$ cat src/rtcai_pkg.sv
`default_nettype none
package rtcai_pkg;
    // Register offsets on the register port
    localparam logic [3:0] ADDR_CTRL = 4'he;
    localparam logic [3:0] ADDR_FLAG = 4'hf;
    // Control register field positions
    localparam int WEEKLY_EN_BIT = 7;
    localparam int DAILY_EN_BIT = 6;
    localparam int SEL_HI_BIT = 2;
    localparam int SEL_LO_BIT = 0;
    // Status register field positions
    localparam int PER_FLAG_BIT = 2;
    localparam int WEEK_FLAG_BIT = 1;
    localparam int DAY_FLAG_BIT = 0;
    localparam int NUM_FLAGS = 3;
    // Values after reset
    localparam logic [2:0] SEL_RESET = 3'h0;
    localparam logic [2:0] FLAGS_RESET = 3'h0;
    localparam logic WEEKLY_EN_RESET = 1'b0;
    localparam logic DAILY_EN_RESET = 1'b0;
    // Periodic select codes
    localparam logic [2:0] SEL_OFF = 3'h0;
    localparam logic [2:0] SEL_FIXED_LOW = 3'h1;
    localparam logic [2:0] SEL_PULSE_2HZ = 3'h2;
    localparam logic [2:0] SEL_PULSE_1HZ = 3'h3;
    localparam logic [2:0] SEL_LVL_SEC = 3'h4;
    localparam logic [2:0] SEL_LVL_MIN = 3'h5;
    localparam logic [2:0] SEL_LVL_HOUR = 3'h6;
    localparam logic [2:0] SEL_LVL_MONTH = 3'h7;
    // BCD counter values that mark period boundaries
    localparam logic [6:0] SEC_ZERO = 7'h00;
    localparam logic [6:0] MIN_ZERO = 7'h00;
    localparam logic [5:0] HOUR_ZERO = 6'h00;
    localparam logic [5:0] DAY_FIRST = 6'h01;
    // Seconds increment lag behind the pulse falling edge
    localparam int CLK_HZ = 10000000;
    localparam int SEC_INC_DELAY_US = 46;
    localparam int SEC_INC_DELAY_CYC = (SEC_INC_DELAY_US * (CLK_HZ / 1000000));
    localparam int DELAY_W = 9;
    localparam logic [DELAY_W-1:0] DELAY_LAST = DELAY_W'(SEC_INC_DELAY_CYC - 1);
    localparam logic [DELAY_W-1:0] DELAY_ZERO = 9'h000;
    typedef enum logic {PULSE_HIGH, PULSE_LOW} rtcai_pulse_type;
    typedef enum logic {INC_IDLE, INC_WAIT} rtcai_inc_type;
endpackage
`default_nettype wire

$ cat src/rtcai_alarm_match.sv
`timescale 1ns/1ps
`default_nettype none
module rtcai_alarm_match #(
    parameter bit USE_DAY = 1'b1
) (
    input wire logic sys_clk_i,
    input wire logic nrst_i,
    input wire logic minute_tick_i,
    input wire logic enable_i,
    input wire logic [2:0] dow_i,
    input wire logic [6:0] days_i,
    input wire logic [5:0] hour_i,
    input wire logic [5:0] alarm_hour_i,
    input wire logic [6:0] min_i,
    input wire logic [6:0] alarm_min_i,
    output logic hit_o
);
    logic day_ok;
    logic time_ok;
    logic hit_next;
    logic hit_reg;

    generate
        if (USE_DAY) begin : g_day
            // Day-of-week mask: one bit per weekday, any set day matches
            assign day_ok = (dow_i < 3'h7) ? days_i[dow_i] : 1'b0;
        end else begin : g_noday
            assign day_ok = 1'b1;
        end
    endgenerate

    assign time_ok = (hour_i == alarm_hour_i) && (min_i == alarm_min_i);
    assign hit_next = minute_tick_i && enable_i && day_ok && time_ok;
    assign hit_o = hit_reg;

    always_ff @(posedge sys_clk_i or negedge nrst_i) begin
        if (!nrst_i) begin
            hit_reg <= 1'b0;
        end else begin
            hit_reg <= hit_next;
        end
    end
endmodule
`default_nettype wire

$ cat src/rtcai_core.sv
`timescale 1ns/1ps
`default_nettype none
module rtcai_core (
    input wire logic sys_clk_i,
    input wire logic nrst_i,
    input wire logic [3:0] reg_addr_i,
    input wire logic [7:0] reg_wdata_i,
    input wire logic reg_wr_i,
    input wire logic reg_rd_i,
    output logic [7:0] reg_rdata_o,
    input wire logic tick_4hz_i,
    input wire logic tick_2hz_i,
    input wire logic tick_1hz_i,
    input wire logic sec_write_i,
    output logic div_clear_o,
    output logic sec_inc_o,
    input wire logic [6:0] sec_i,
    input wire logic [6:0] min_i,
    input wire logic [5:0] hour_i,
    input wire logic [5:0] day_i,
    input wire logic [2:0] dow_i,
    input wire logic [6:0] alarm_w_days_i,
    input wire logic [5:0] alarm_w_hour_i,
    input wire logic [6:0] alarm_w_min_i,
    input wire logic [5:0] alarm_d_hour_i,
    input wire logic [6:0] alarm_d_min_i,
    output logic irq_out_n_o,
    output logic irq_out_n_oe_n_o
);
    // Control register state
    logic weekly_alarm_enable_reg;
    logic daily_alarm_enable_reg;
    logic [2:0] sel_reg;
    logic weekly_alarm_enable_next;
    logic daily_alarm_enable_next;
    logic [2:0] sel_next;
    logic periodic_select_bit2;
    logic periodic_select_bit1;
    logic periodic_select_bit0;
    // Flags, index by status bit position
    logic [rtcai_pkg::NUM_FLAGS-1:0] flag_reg;
    logic [rtcai_pkg::NUM_FLAGS-1:0] flag_set;
    logic [rtcai_pkg::NUM_FLAGS-1:0] flag_clr;
    logic periodic_flag;
    logic weekly_alarm_flag;
    logic daily_alarm_flag;
    // Register port decode
    logic wr_ctrl;
    logic wr_flag;
    logic [7:0] rd_mux;
    logic [7:0] rdata_reg;
    logic [7:0] rdata_next;
    // Mode decode
    logic mode_pulse;
    logic mode_level;
    logic mode_fixed;
    // Pulse generator
    rtcai_pkg::rtcai_pulse_type pulse_reg;
    rtcai_pkg::rtcai_pulse_type pulse_next;
    logic pulse_fall;
    logic pulse_rise;
    // Seconds increment delay
    rtcai_pkg::rtcai_inc_type inc_reg;
    rtcai_pkg::rtcai_inc_type inc_next;
    logic [rtcai_pkg::DELAY_W-1:0] dly_reg;
    logic [rtcai_pkg::DELAY_W-1:0] dly_next;
    logic inc_fire;
    logic inc_reg_pulse;
    logic inc_seen_reg;
    // Level-mode boundary detection
    logic at_sec_zero;
    logic at_min_zero;
    logic at_hour_zero;
    logic at_day_first;
    logic level_event;
    // Minute change tracking
    logic [6:0] min_prev_reg;
    logic min_valid_reg;
    logic minute_tick;
    logic weekly_hit;
    logic daily_hit;
    // Output
    logic irq_assert;
    logic oe_n_reg;

    assign wr_ctrl = reg_wr_i && (reg_addr_i == rtcai_pkg::ADDR_CTRL);
    assign wr_flag = reg_wr_i && (reg_addr_i == rtcai_pkg::ADDR_FLAG);

    assign weekly_alarm_enable_next = wr_ctrl ? reg_wdata_i[rtcai_pkg::WEEKLY_EN_BIT]
                                              : weekly_alarm_enable_reg;
    assign daily_alarm_enable_next = wr_ctrl ? reg_wdata_i[rtcai_pkg::DAILY_EN_BIT]
                                             : daily_alarm_enable_reg;
    assign sel_next = wr_ctrl ? reg_wdata_i[rtcai_pkg::SEL_HI_BIT:rtcai_pkg::SEL_LO_BIT]
                              : sel_reg;
    assign periodic_select_bit2 = sel_reg[2];
    assign periodic_select_bit1 = sel_reg[1];
    assign periodic_select_bit0 = sel_reg[0];

    always_ff @(posedge sys_clk_i or negedge nrst_i) begin
        if (!nrst_i) begin
            weekly_alarm_enable_reg <= rtcai_pkg::WEEKLY_EN_RESET;
            daily_alarm_enable_reg <= rtcai_pkg::DAILY_EN_RESET;
            sel_reg <= rtcai_pkg::SEL_RESET;
        end else begin
            weekly_alarm_enable_reg <= weekly_alarm_enable_next;
            daily_alarm_enable_reg <= daily_alarm_enable_next;
            sel_reg <= sel_next;
        end
    end

    assign mode_fixed = (sel_reg == rtcai_pkg::SEL_FIXED_LOW);
    assign mode_pulse = ~periodic_select_bit2 & periodic_select_bit1;
    assign mode_level = periodic_select_bit2;

    // Pulse generator: rise and fall points come straight from the divider
    // ticks, so any adjustment the divider applies moves them as well.
    // 2 Hz falls each half second, 1 Hz each second, rise at half period
    always_comb begin
        pulse_fall = 1'b0;
        pulse_rise = 1'b0;
        if (sel_reg == rtcai_pkg::SEL_PULSE_2HZ) begin
            pulse_fall = tick_2hz_i;
            pulse_rise = tick_4hz_i & ~tick_2hz_i;
        end else if (sel_reg == rtcai_pkg::SEL_PULSE_1HZ) begin
            pulse_fall = tick_1hz_i;
            pulse_rise = tick_2hz_i & ~tick_1hz_i;
        end
    end

    // low time follows adjusted divider ticks
    always_comb begin
        pulse_next = pulse_reg;
        case (pulse_reg)
            rtcai_pkg::PULSE_HIGH: begin
                if (pulse_fall || (sec_write_i && mode_pulse)) begin
                    pulse_next = rtcai_pkg::PULSE_LOW;
                end
            end
            rtcai_pkg::PULSE_LOW: begin
                if (!mode_pulse || (pulse_rise && !sec_write_i)) begin
                    pulse_next = rtcai_pkg::PULSE_HIGH;
                end
            end
            default: begin
                pulse_next = rtcai_pkg::PULSE_HIGH;
            end
        endcase
    end

    always_ff @(posedge sys_clk_i or negedge nrst_i) begin
        if (!nrst_i) begin
            pulse_reg <= rtcai_pkg::PULSE_HIGH;
        end else begin
            pulse_reg <= pulse_next;
        end
    end

    // Seconds increment lags the one-second tick; a seconds write restarts
    // the divider, so a pending increment is dropped to avoid a double count.
    // delayed seconds increment
    always_comb begin
        inc_next = inc_reg;
        dly_next = dly_reg;
        inc_fire = 1'b0;
        case (inc_reg)
            rtcai_pkg::INC_IDLE: begin
                if (tick_1hz_i && !sec_write_i) begin
                    inc_next = rtcai_pkg::INC_WAIT;
                    dly_next = rtcai_pkg::DELAY_ZERO;
                end
            end
            rtcai_pkg::INC_WAIT: begin
                if (sec_write_i) begin
                    inc_next = rtcai_pkg::INC_IDLE;
                end else if (dly_reg == rtcai_pkg::DELAY_LAST) begin
                    inc_next = rtcai_pkg::INC_IDLE;
                    inc_fire = 1'b1;
                end else begin
                    dly_next = dly_reg + 9'h001;
                end
            end
            default: begin
                inc_next = rtcai_pkg::INC_IDLE;
            end
        endcase
    end

    always_ff @(posedge sys_clk_i or negedge nrst_i) begin
        if (!nrst_i) begin
            inc_reg <= rtcai_pkg::INC_IDLE;
            dly_reg <= rtcai_pkg::DELAY_ZERO;
            inc_reg_pulse <= 1'b0;
            inc_seen_reg <= 1'b0;
        end else begin
            inc_reg <= inc_next;
            dly_reg <= dly_next;
            inc_reg_pulse <= inc_fire;
            inc_seen_reg <= inc_reg_pulse;
        end
    end

    assign sec_inc_o = inc_reg_pulse;
    assign div_clear_o = sec_write_i;

    // Counters are compared one cycle after the increment, once they hold
    // the new second.
    assign at_sec_zero = (sec_i == rtcai_pkg::SEC_ZERO);
    assign at_min_zero = (min_i == rtcai_pkg::MIN_ZERO);
    assign at_hour_zero = (hour_i == rtcai_pkg::HOUR_ZERO);
    assign at_day_first = (day_i == rtcai_pkg::DAY_FIRST);

    always_comb begin
        level_event = 1'b0;
        case (sel_reg)
            rtcai_pkg::SEL_LVL_SEC: level_event = inc_seen_reg;
            rtcai_pkg::SEL_LVL_MIN: level_event = inc_seen_reg & at_sec_zero;
            rtcai_pkg::SEL_LVL_HOUR: level_event = inc_seen_reg & at_sec_zero & at_min_zero;
            rtcai_pkg::SEL_LVL_MONTH: level_event = inc_seen_reg & at_sec_zero & at_min_zero
                                                    & at_hour_zero & at_day_first;
            default: level_event = 1'b0;
        endcase
    end

    // Minute change detector; first cycle after reset only loads history
    assign minute_tick = min_valid_reg && (min_i != min_prev_reg);

    always_ff @(posedge sys_clk_i or negedge nrst_i) begin
        if (!nrst_i) begin
            min_prev_reg <= 7'h00;
            min_valid_reg <= 1'b0;
        end else begin
            min_prev_reg <= min_i;
            min_valid_reg <= 1'b1;
        end
    end

    rtcai_alarm_match #(
        .USE_DAY(1'b1)
    ) u_weekly (
        .sys_clk_i(sys_clk_i),
        .nrst_i(nrst_i),
        .minute_tick_i(minute_tick),
        .enable_i(weekly_alarm_enable_reg),
        .dow_i(dow_i),
        .days_i(alarm_w_days_i),
        .hour_i(hour_i),
        .alarm_hour_i(alarm_w_hour_i),
        .min_i(min_i),
        .alarm_min_i(alarm_w_min_i),
        .hit_o(weekly_hit)
    );

    rtcai_alarm_match #(
        .USE_DAY(1'b0)
    ) u_daily (
        .sys_clk_i(sys_clk_i),
        .nrst_i(nrst_i),
        .minute_tick_i(minute_tick),
        .enable_i(daily_alarm_enable_reg),
        .dow_i(dow_i),
        .days_i(7'h00),
        .hour_i(hour_i),
        .alarm_hour_i(alarm_d_hour_i),
        .min_i(min_i),
        .alarm_min_i(alarm_d_min_i),
        .hit_o(daily_hit)
    );

    // enabling alone never fires, only a minute change does
    assign flag_set[rtcai_pkg::WEEK_FLAG_BIT] = weekly_hit;
    assign flag_set[rtcai_pkg::DAY_FLAG_BIT] = daily_hit;
    assign flag_set[rtcai_pkg::PER_FLAG_BIT] = level_event;

    // flag cleared by writing zero; set wins over a same-cycle clear.
    genvar gi;
    generate
        for (gi = 0; gi < rtcai_pkg::NUM_FLAGS; gi = gi + 1) begin : g_flag
            assign flag_clr[gi] = wr_flag & ~reg_wdata_i[gi];
            always_ff @(posedge sys_clk_i or negedge nrst_i) begin
                if (!nrst_i) begin
                    flag_reg[gi] <= rtcai_pkg::FLAGS_RESET[gi];
                end else if (flag_set[gi]) begin
                    flag_reg[gi] <= 1'b1;
                end else if (flag_clr[gi]) begin
                    flag_reg[gi] <= 1'b0;
                end
            end
        end
    endgenerate

    assign periodic_flag = flag_reg[rtcai_pkg::PER_FLAG_BIT];
    assign weekly_alarm_flag = flag_reg[rtcai_pkg::WEEK_FLAG_BIT];
    assign daily_alarm_flag = flag_reg[rtcai_pkg::DAY_FLAG_BIT];

    always_comb begin
        rd_mux = 8'h00;
        if (reg_addr_i == rtcai_pkg::ADDR_CTRL) begin
            rd_mux[rtcai_pkg::WEEKLY_EN_BIT] = weekly_alarm_enable_reg;
            rd_mux[rtcai_pkg::DAILY_EN_BIT] = daily_alarm_enable_reg;
            rd_mux[rtcai_pkg::SEL_HI_BIT:rtcai_pkg::SEL_LO_BIT] = sel_reg;
        end else if (reg_addr_i == rtcai_pkg::ADDR_FLAG) begin
            rd_mux[rtcai_pkg::PER_FLAG_BIT] = periodic_flag;
            rd_mux[rtcai_pkg::WEEK_FLAG_BIT] = weekly_alarm_flag;
            rd_mux[rtcai_pkg::DAY_FLAG_BIT] = daily_alarm_flag;
        end
    end
    assign rdata_next = reg_rd_i ? rd_mux : rdata_reg;
    always_ff @(posedge sys_clk_i or negedge nrst_i) begin
        if (!nrst_i) begin
            rdata_reg <= 8'h00;
        end else begin
            rdata_reg <= rdata_next;
        end
    end
    assign reg_rdata_o = rdata_reg;
    // level flag rises with the increment, so the edge tracks it
    // either alarm flag, fixed low, a low pulse, or the periodic flag in a level mode pulls the line low
    assign irq_assert = weekly_alarm_flag
                      | daily_alarm_flag
                      | (periodic_flag & mode_level)
                      | mode_fixed
                      | ((pulse_reg == rtcai_pkg::PULSE_LOW) & mode_pulse);

    always_ff @(posedge sys_clk_i or negedge nrst_i) begin
        if (!nrst_i) begin
            oe_n_reg <= 1'b1;
        end else begin
            oe_n_reg <= ~irq_assert;
        end
    end

    // open drain, drive zero or release
    assign irq_out_n_o = 1'b0;
    assign irq_out_n_oe_n_o = oe_n_reg;
endmodule
`default_nettype wire

$ cat config.mk
export PLATFORM = sky130hd
export DESIGN_NAME = rtcai_core
export DESIGN_NICKNAME = d
export VERILOG_FILES = /design/src/rtcai_pkg.sv /design/src/rtcai_alarm_match.sv /design/src/rtcai_core.sv
export SDC_FILE = /design/constraint.sdc
export NUM_CORES = 1
export LEC_CHECK = 0
export ABC_AREA = 1
export BUFFER_PORTS_ARGS = -buffer_cell sky130_fd_sc_hd__buf_4
export CAP_MARGIN = 15
export CORE_AREA = 2 2 109 58
export DETAILED_ROUTE_END_ITERATION = 8
export DIE_AREA = 0 0 111 60
export PLACE_DENSITY = 0.79
export RECOVER_POWER = 25
export SLEW_MARGIN = 25
export SYNTH_ARGS = -nofsm -noshare
export SYNTH_HDL_FRONTEND = slang
export SYNTH_SLANG_ARGS = --single-unit
$ cat constraint.sdc
create_clock -name sys_clk_i -period 1.5 [get_ports sys_clk_i]
set_input_delay 0 -clock sys_clk_i [delete_from_list [all_inputs] [get_ports sys_clk_i]]
set_output_delay 0 -clock sys_clk_i [all_outputs]
set_load 0.01 [all_outputs]
==> results.sh <==
export IMPL_holdCritStartpoint="tick_2hz_i"
export IMPL_whs_endpoint="pulse_reg$_DFF_PN0_"
export IMPL_power_density_nw_per_um2=820
export IMPL_hold_viol=0
export IMPL_place_port_buffers=86
export IMPL_initial_core_util=0.401
export IMPL_largest_reg_flops=9
export IMPL_yosysTopAreaCell="dfrtp_1"
export IMPL_endpoint_kind="flip-flop"
export IMPL_dieArea_um2=6660
export IMPL_drt_initial_drc_count=167
export IMPL_rr_startpoint="dly_reg[1]$_DFFE_PN0P_"
export IMPL_tns_ns=0
export IMPL_row_count=20
export IMPL_cts_reportedPaths_clkPinSlew_ns=0.05
export IMPL_yosys_warnings=0
export IMPL_ir_drop_mv=0.478
export IMPL_worstPathRequired_ns=1.66
export IMPL_crit_type="reg2reg"
export IMPL_htreeDepth=2
export IMPL_yosys_cell_count_top_type="nand2_1"
export IMPL_synthMuxAreaShare=0.00972
export IMPL_avgViaCountPerCell=4.76
export IMPL_finalMaxSlewViolations=0
export IMPL_synthSimpleGateAreaFrac=0.335
export IMPL_whs_ns=0.00993
export IMPL_num_io_pins=94
export IMPL_netlist_area_um2=2320
export IMPL_numCtsBuffers=5
export IMPL_slew_headroom=0.394
export IMPL_dpl_hpwl_um=5000
export IMPL_yosysSeqAreaShare=0.400
export IMPL_yosysUniqueCellTypes=34
export IMPL_synthCells=335
export IMPL_ys_flop_type="dfrtp_1"
export IMPL_rsz0062_at_grt="false"
export IMPL_setup_worst_path_start_class="flip-flop"
export IMPL_cap_violations=0
export IMPL_grt_overflow_total=0
export IMPL_max_freq_ghz=0.708
export IMPL_gp_congestion=0.886
export IMPL_synth_compound_area_frac=0.100
export IMPL_synthTopCellsByArea="dfrtp_1 (39%), nand2_1 (16%), nor2_1 (7.6%), inv_1 (7.3%), nand3_1 (5.0%)"
export IMPL_grt_pass1_vias=2211
export IMPL_drtPass1Iterations=5
export IMPL_utilization=0.587
export IMPL_drtAntennaViolNets=0
export IMPL_reg2reg_slack_ns=0.09
export IMPL_syn_area_per_cell_um2=6.91
export IMPL_drt_total_wl_um=6600
export IMPL_antenna_cells=0
export IMPL_route_detailed_drc=0
export IMPL_grt_max_degree=38
export IMPL_fin_crit_sh=0.942
export IMPL_yosys_area_share_adder=0.00540
export IMPL_setup_viol=0
export IMPL_grt_pass1_wl_um=10400
export IMPL_cp_data_arrival_time_ns=1.57
export IMPL_clk_path_buf_depth=2
export IMPL_reg2reg_to="dly_reg[7]$_DFFE_PN0P_"
export IMPL_synthXorXnorAreaFrac=0.0416
export IMPL_yosys_top_cells_count="nand2_1 (101), nor2_1 (47), inv_1 (45), dfrtp_1 (36)"
export IMPL_r2r_cells=6
export IMPL_cts_root_buf="clkbuf_16"
export IMPL_num_vias=2498
export IMPL_grt_total_usage=0.199
export IMPL_synth_top_family_by_area="simple AND/OR/NAND/NOR gates"
export IMPL_power_leakage_nw=1.75
export IMPL_cts_tree="built"
export IMPL_synthArstFlopShare=1.00
export IMPL_die_w_um=111
export IMPL_skew_ns=0.00517
export IMPL_final_min_clock_period_ns=1.41
export IMPL_antenna_found_initial=0
export IMPL_p_total_mw=2.78
export IMPL_synth_edf_count=0
export IMPL_cts_sinks=37
export IMPL_clock_latency_ns=0.28
export IMPL_worstHoldPathType="in2reg"
export IMPL_hold_path_cell_count=3
export IMPL_avgRoutedWirePerCell_um=12.6
export IMPL_cp_max_fo=5
export IMPL_netlist_area_leader_share=0.389
export IMPL_final_nets=530
export IMPL_coreArea_um2=5780
export IMPL_die_y_um=60
export IMPL_worst_pin_slew_ns=0.908
export IMPL_drive_above_1_share=0.246
export IMPL_area_growth_pct=46.4
export IMPL_status="finished, final reports clean"
export IMPL_synth_seq_cells=37
==> layout by cell type (no fill, tap or decap), types with 5 or more instances in the layout <==
cell,instances
a21oi_1,5
buf_4,85
clkbuf_1,9
clkbuf_16,5
conb_1,5
dfrtp_1,36
dlygate4sd3_1,15
inv_1,44
nand2_1,101
nand3_1,23
nor2_1,46
nor3_1,5
o21ai_0,23
xor2_1,7
==> cell type report <==
| cell class | count | area, um^2 |
|---|---|---|
| Clock buffer | 7 | 133 |
| Clock inverter | 1 | 8.76 |
| Fill cell | 523 | 2390 |
| Inverter | 47 | 176 |
| Multi-Input combinational cell | 248 | 1230 |
| Sequential cell | 37 | 927 |
| Tap cell | 77 | 96.3 |
| Timing Repair Buffer | 108 | 820 |
==> logic make-up after synthesis <==
logic type	after synthesis
multiplexers	2
adder cells (fa/ha/maj)	1
XOR/XNOR	11
AO/OA/AOI/OAI	41
other	2
AND/OR/NAND/NOR	186
flip-flops	37
buffers and inverters	55
==> layer usage <==
| metal | share of wire | vias up | wire length [um] | GRT usage |
|---|---|---|---|---|
| li1 | - | 1273 | - | - |
| met1 | 0.50 | 1126 | 3310 | 0.292 |
| met2 | 0.41 | 92 | 2680 | 0.292 |
| met3 | 0.085 | 7 | 558 | 0.0578 |
| met4 | 0.0077 | 0 | 51 | 0.0411 |
| met5 | 0 | - | 0 | 0 |
==> per-stage QoR <==
step / area [um^2] / cells / setup slack [ns]
2_1_floorplan: 2330 / 338 / 0.135
3_3_place_gp: 3020 / 495 / 0.135
3_5_place_dp: 3020 / 495 / 0.0206
4_1_cts: 3310 / 518 / 0.0336
5_1_grt: 3390 / 525 / 0.00326
6_report: 3390 / 525 / 0.0875
==> repair_timing <==
action / CTS / global route
setup endpoints to repair: 0 / 10
hold buffers: 15 / 0
gates resized for setup: 0 / 8
hold endpoints to repair: 53 / 0
setup buffers: 0 / 5
==> worst max-delay path, cell delays in order, from the launching register on <==
cell	delay [ns]
dfrtp_1	0.41
ha_4	0.17
inv_2	0.06
nor3_4	0.22
nand3b_4	0.19
nand2_4	0.14
o21ai_0	0.09
==> worst max-delay path by stage <==
| stage | from | end | slack [ns] | cells after the start |
|---|---|---|---|---|
| after floorplan | dly_reg[0]$_DFFE_PN0P_ | dly_reg[0]$_DFFE_PN0P_ | 0.14 | 7 |
| after global placement | dly_reg[1]$_DFFE_PN0P_ | dly_reg[7]$_DFFE_PN0P_ | 0.14 | 6 |
| after detailed placement | dly_reg[1]$_DFFE_PN0P_ | dly_reg[7]$_DFFE_PN0P_ | 0.02 | 6 |
| after CTS | dly_reg[1]$_DFFE_PN0P_ | dly_reg[7]$_DFFE_PN0P_ | 0.03 | 6 |
| after global routing | dly_reg[1]$_DFFE_PN0P_ | dly_reg[4]$_DFFE_PN0P_ | 0.003 | 7 |
| final | dly_reg[1]$_DFFE_PN0P_ | dly_reg[7]$_DFFE_PN0P_ | 0.09 | 6 |
==> report_power, final <==
group	switching, mW	internal, mW
Sequential	0.0723	1.09
Clock	0.379	0.619
Combinational	0.306	0.313
Total	0.758	2.02
No activity file was read; power rests on OpenSTA's default activity.
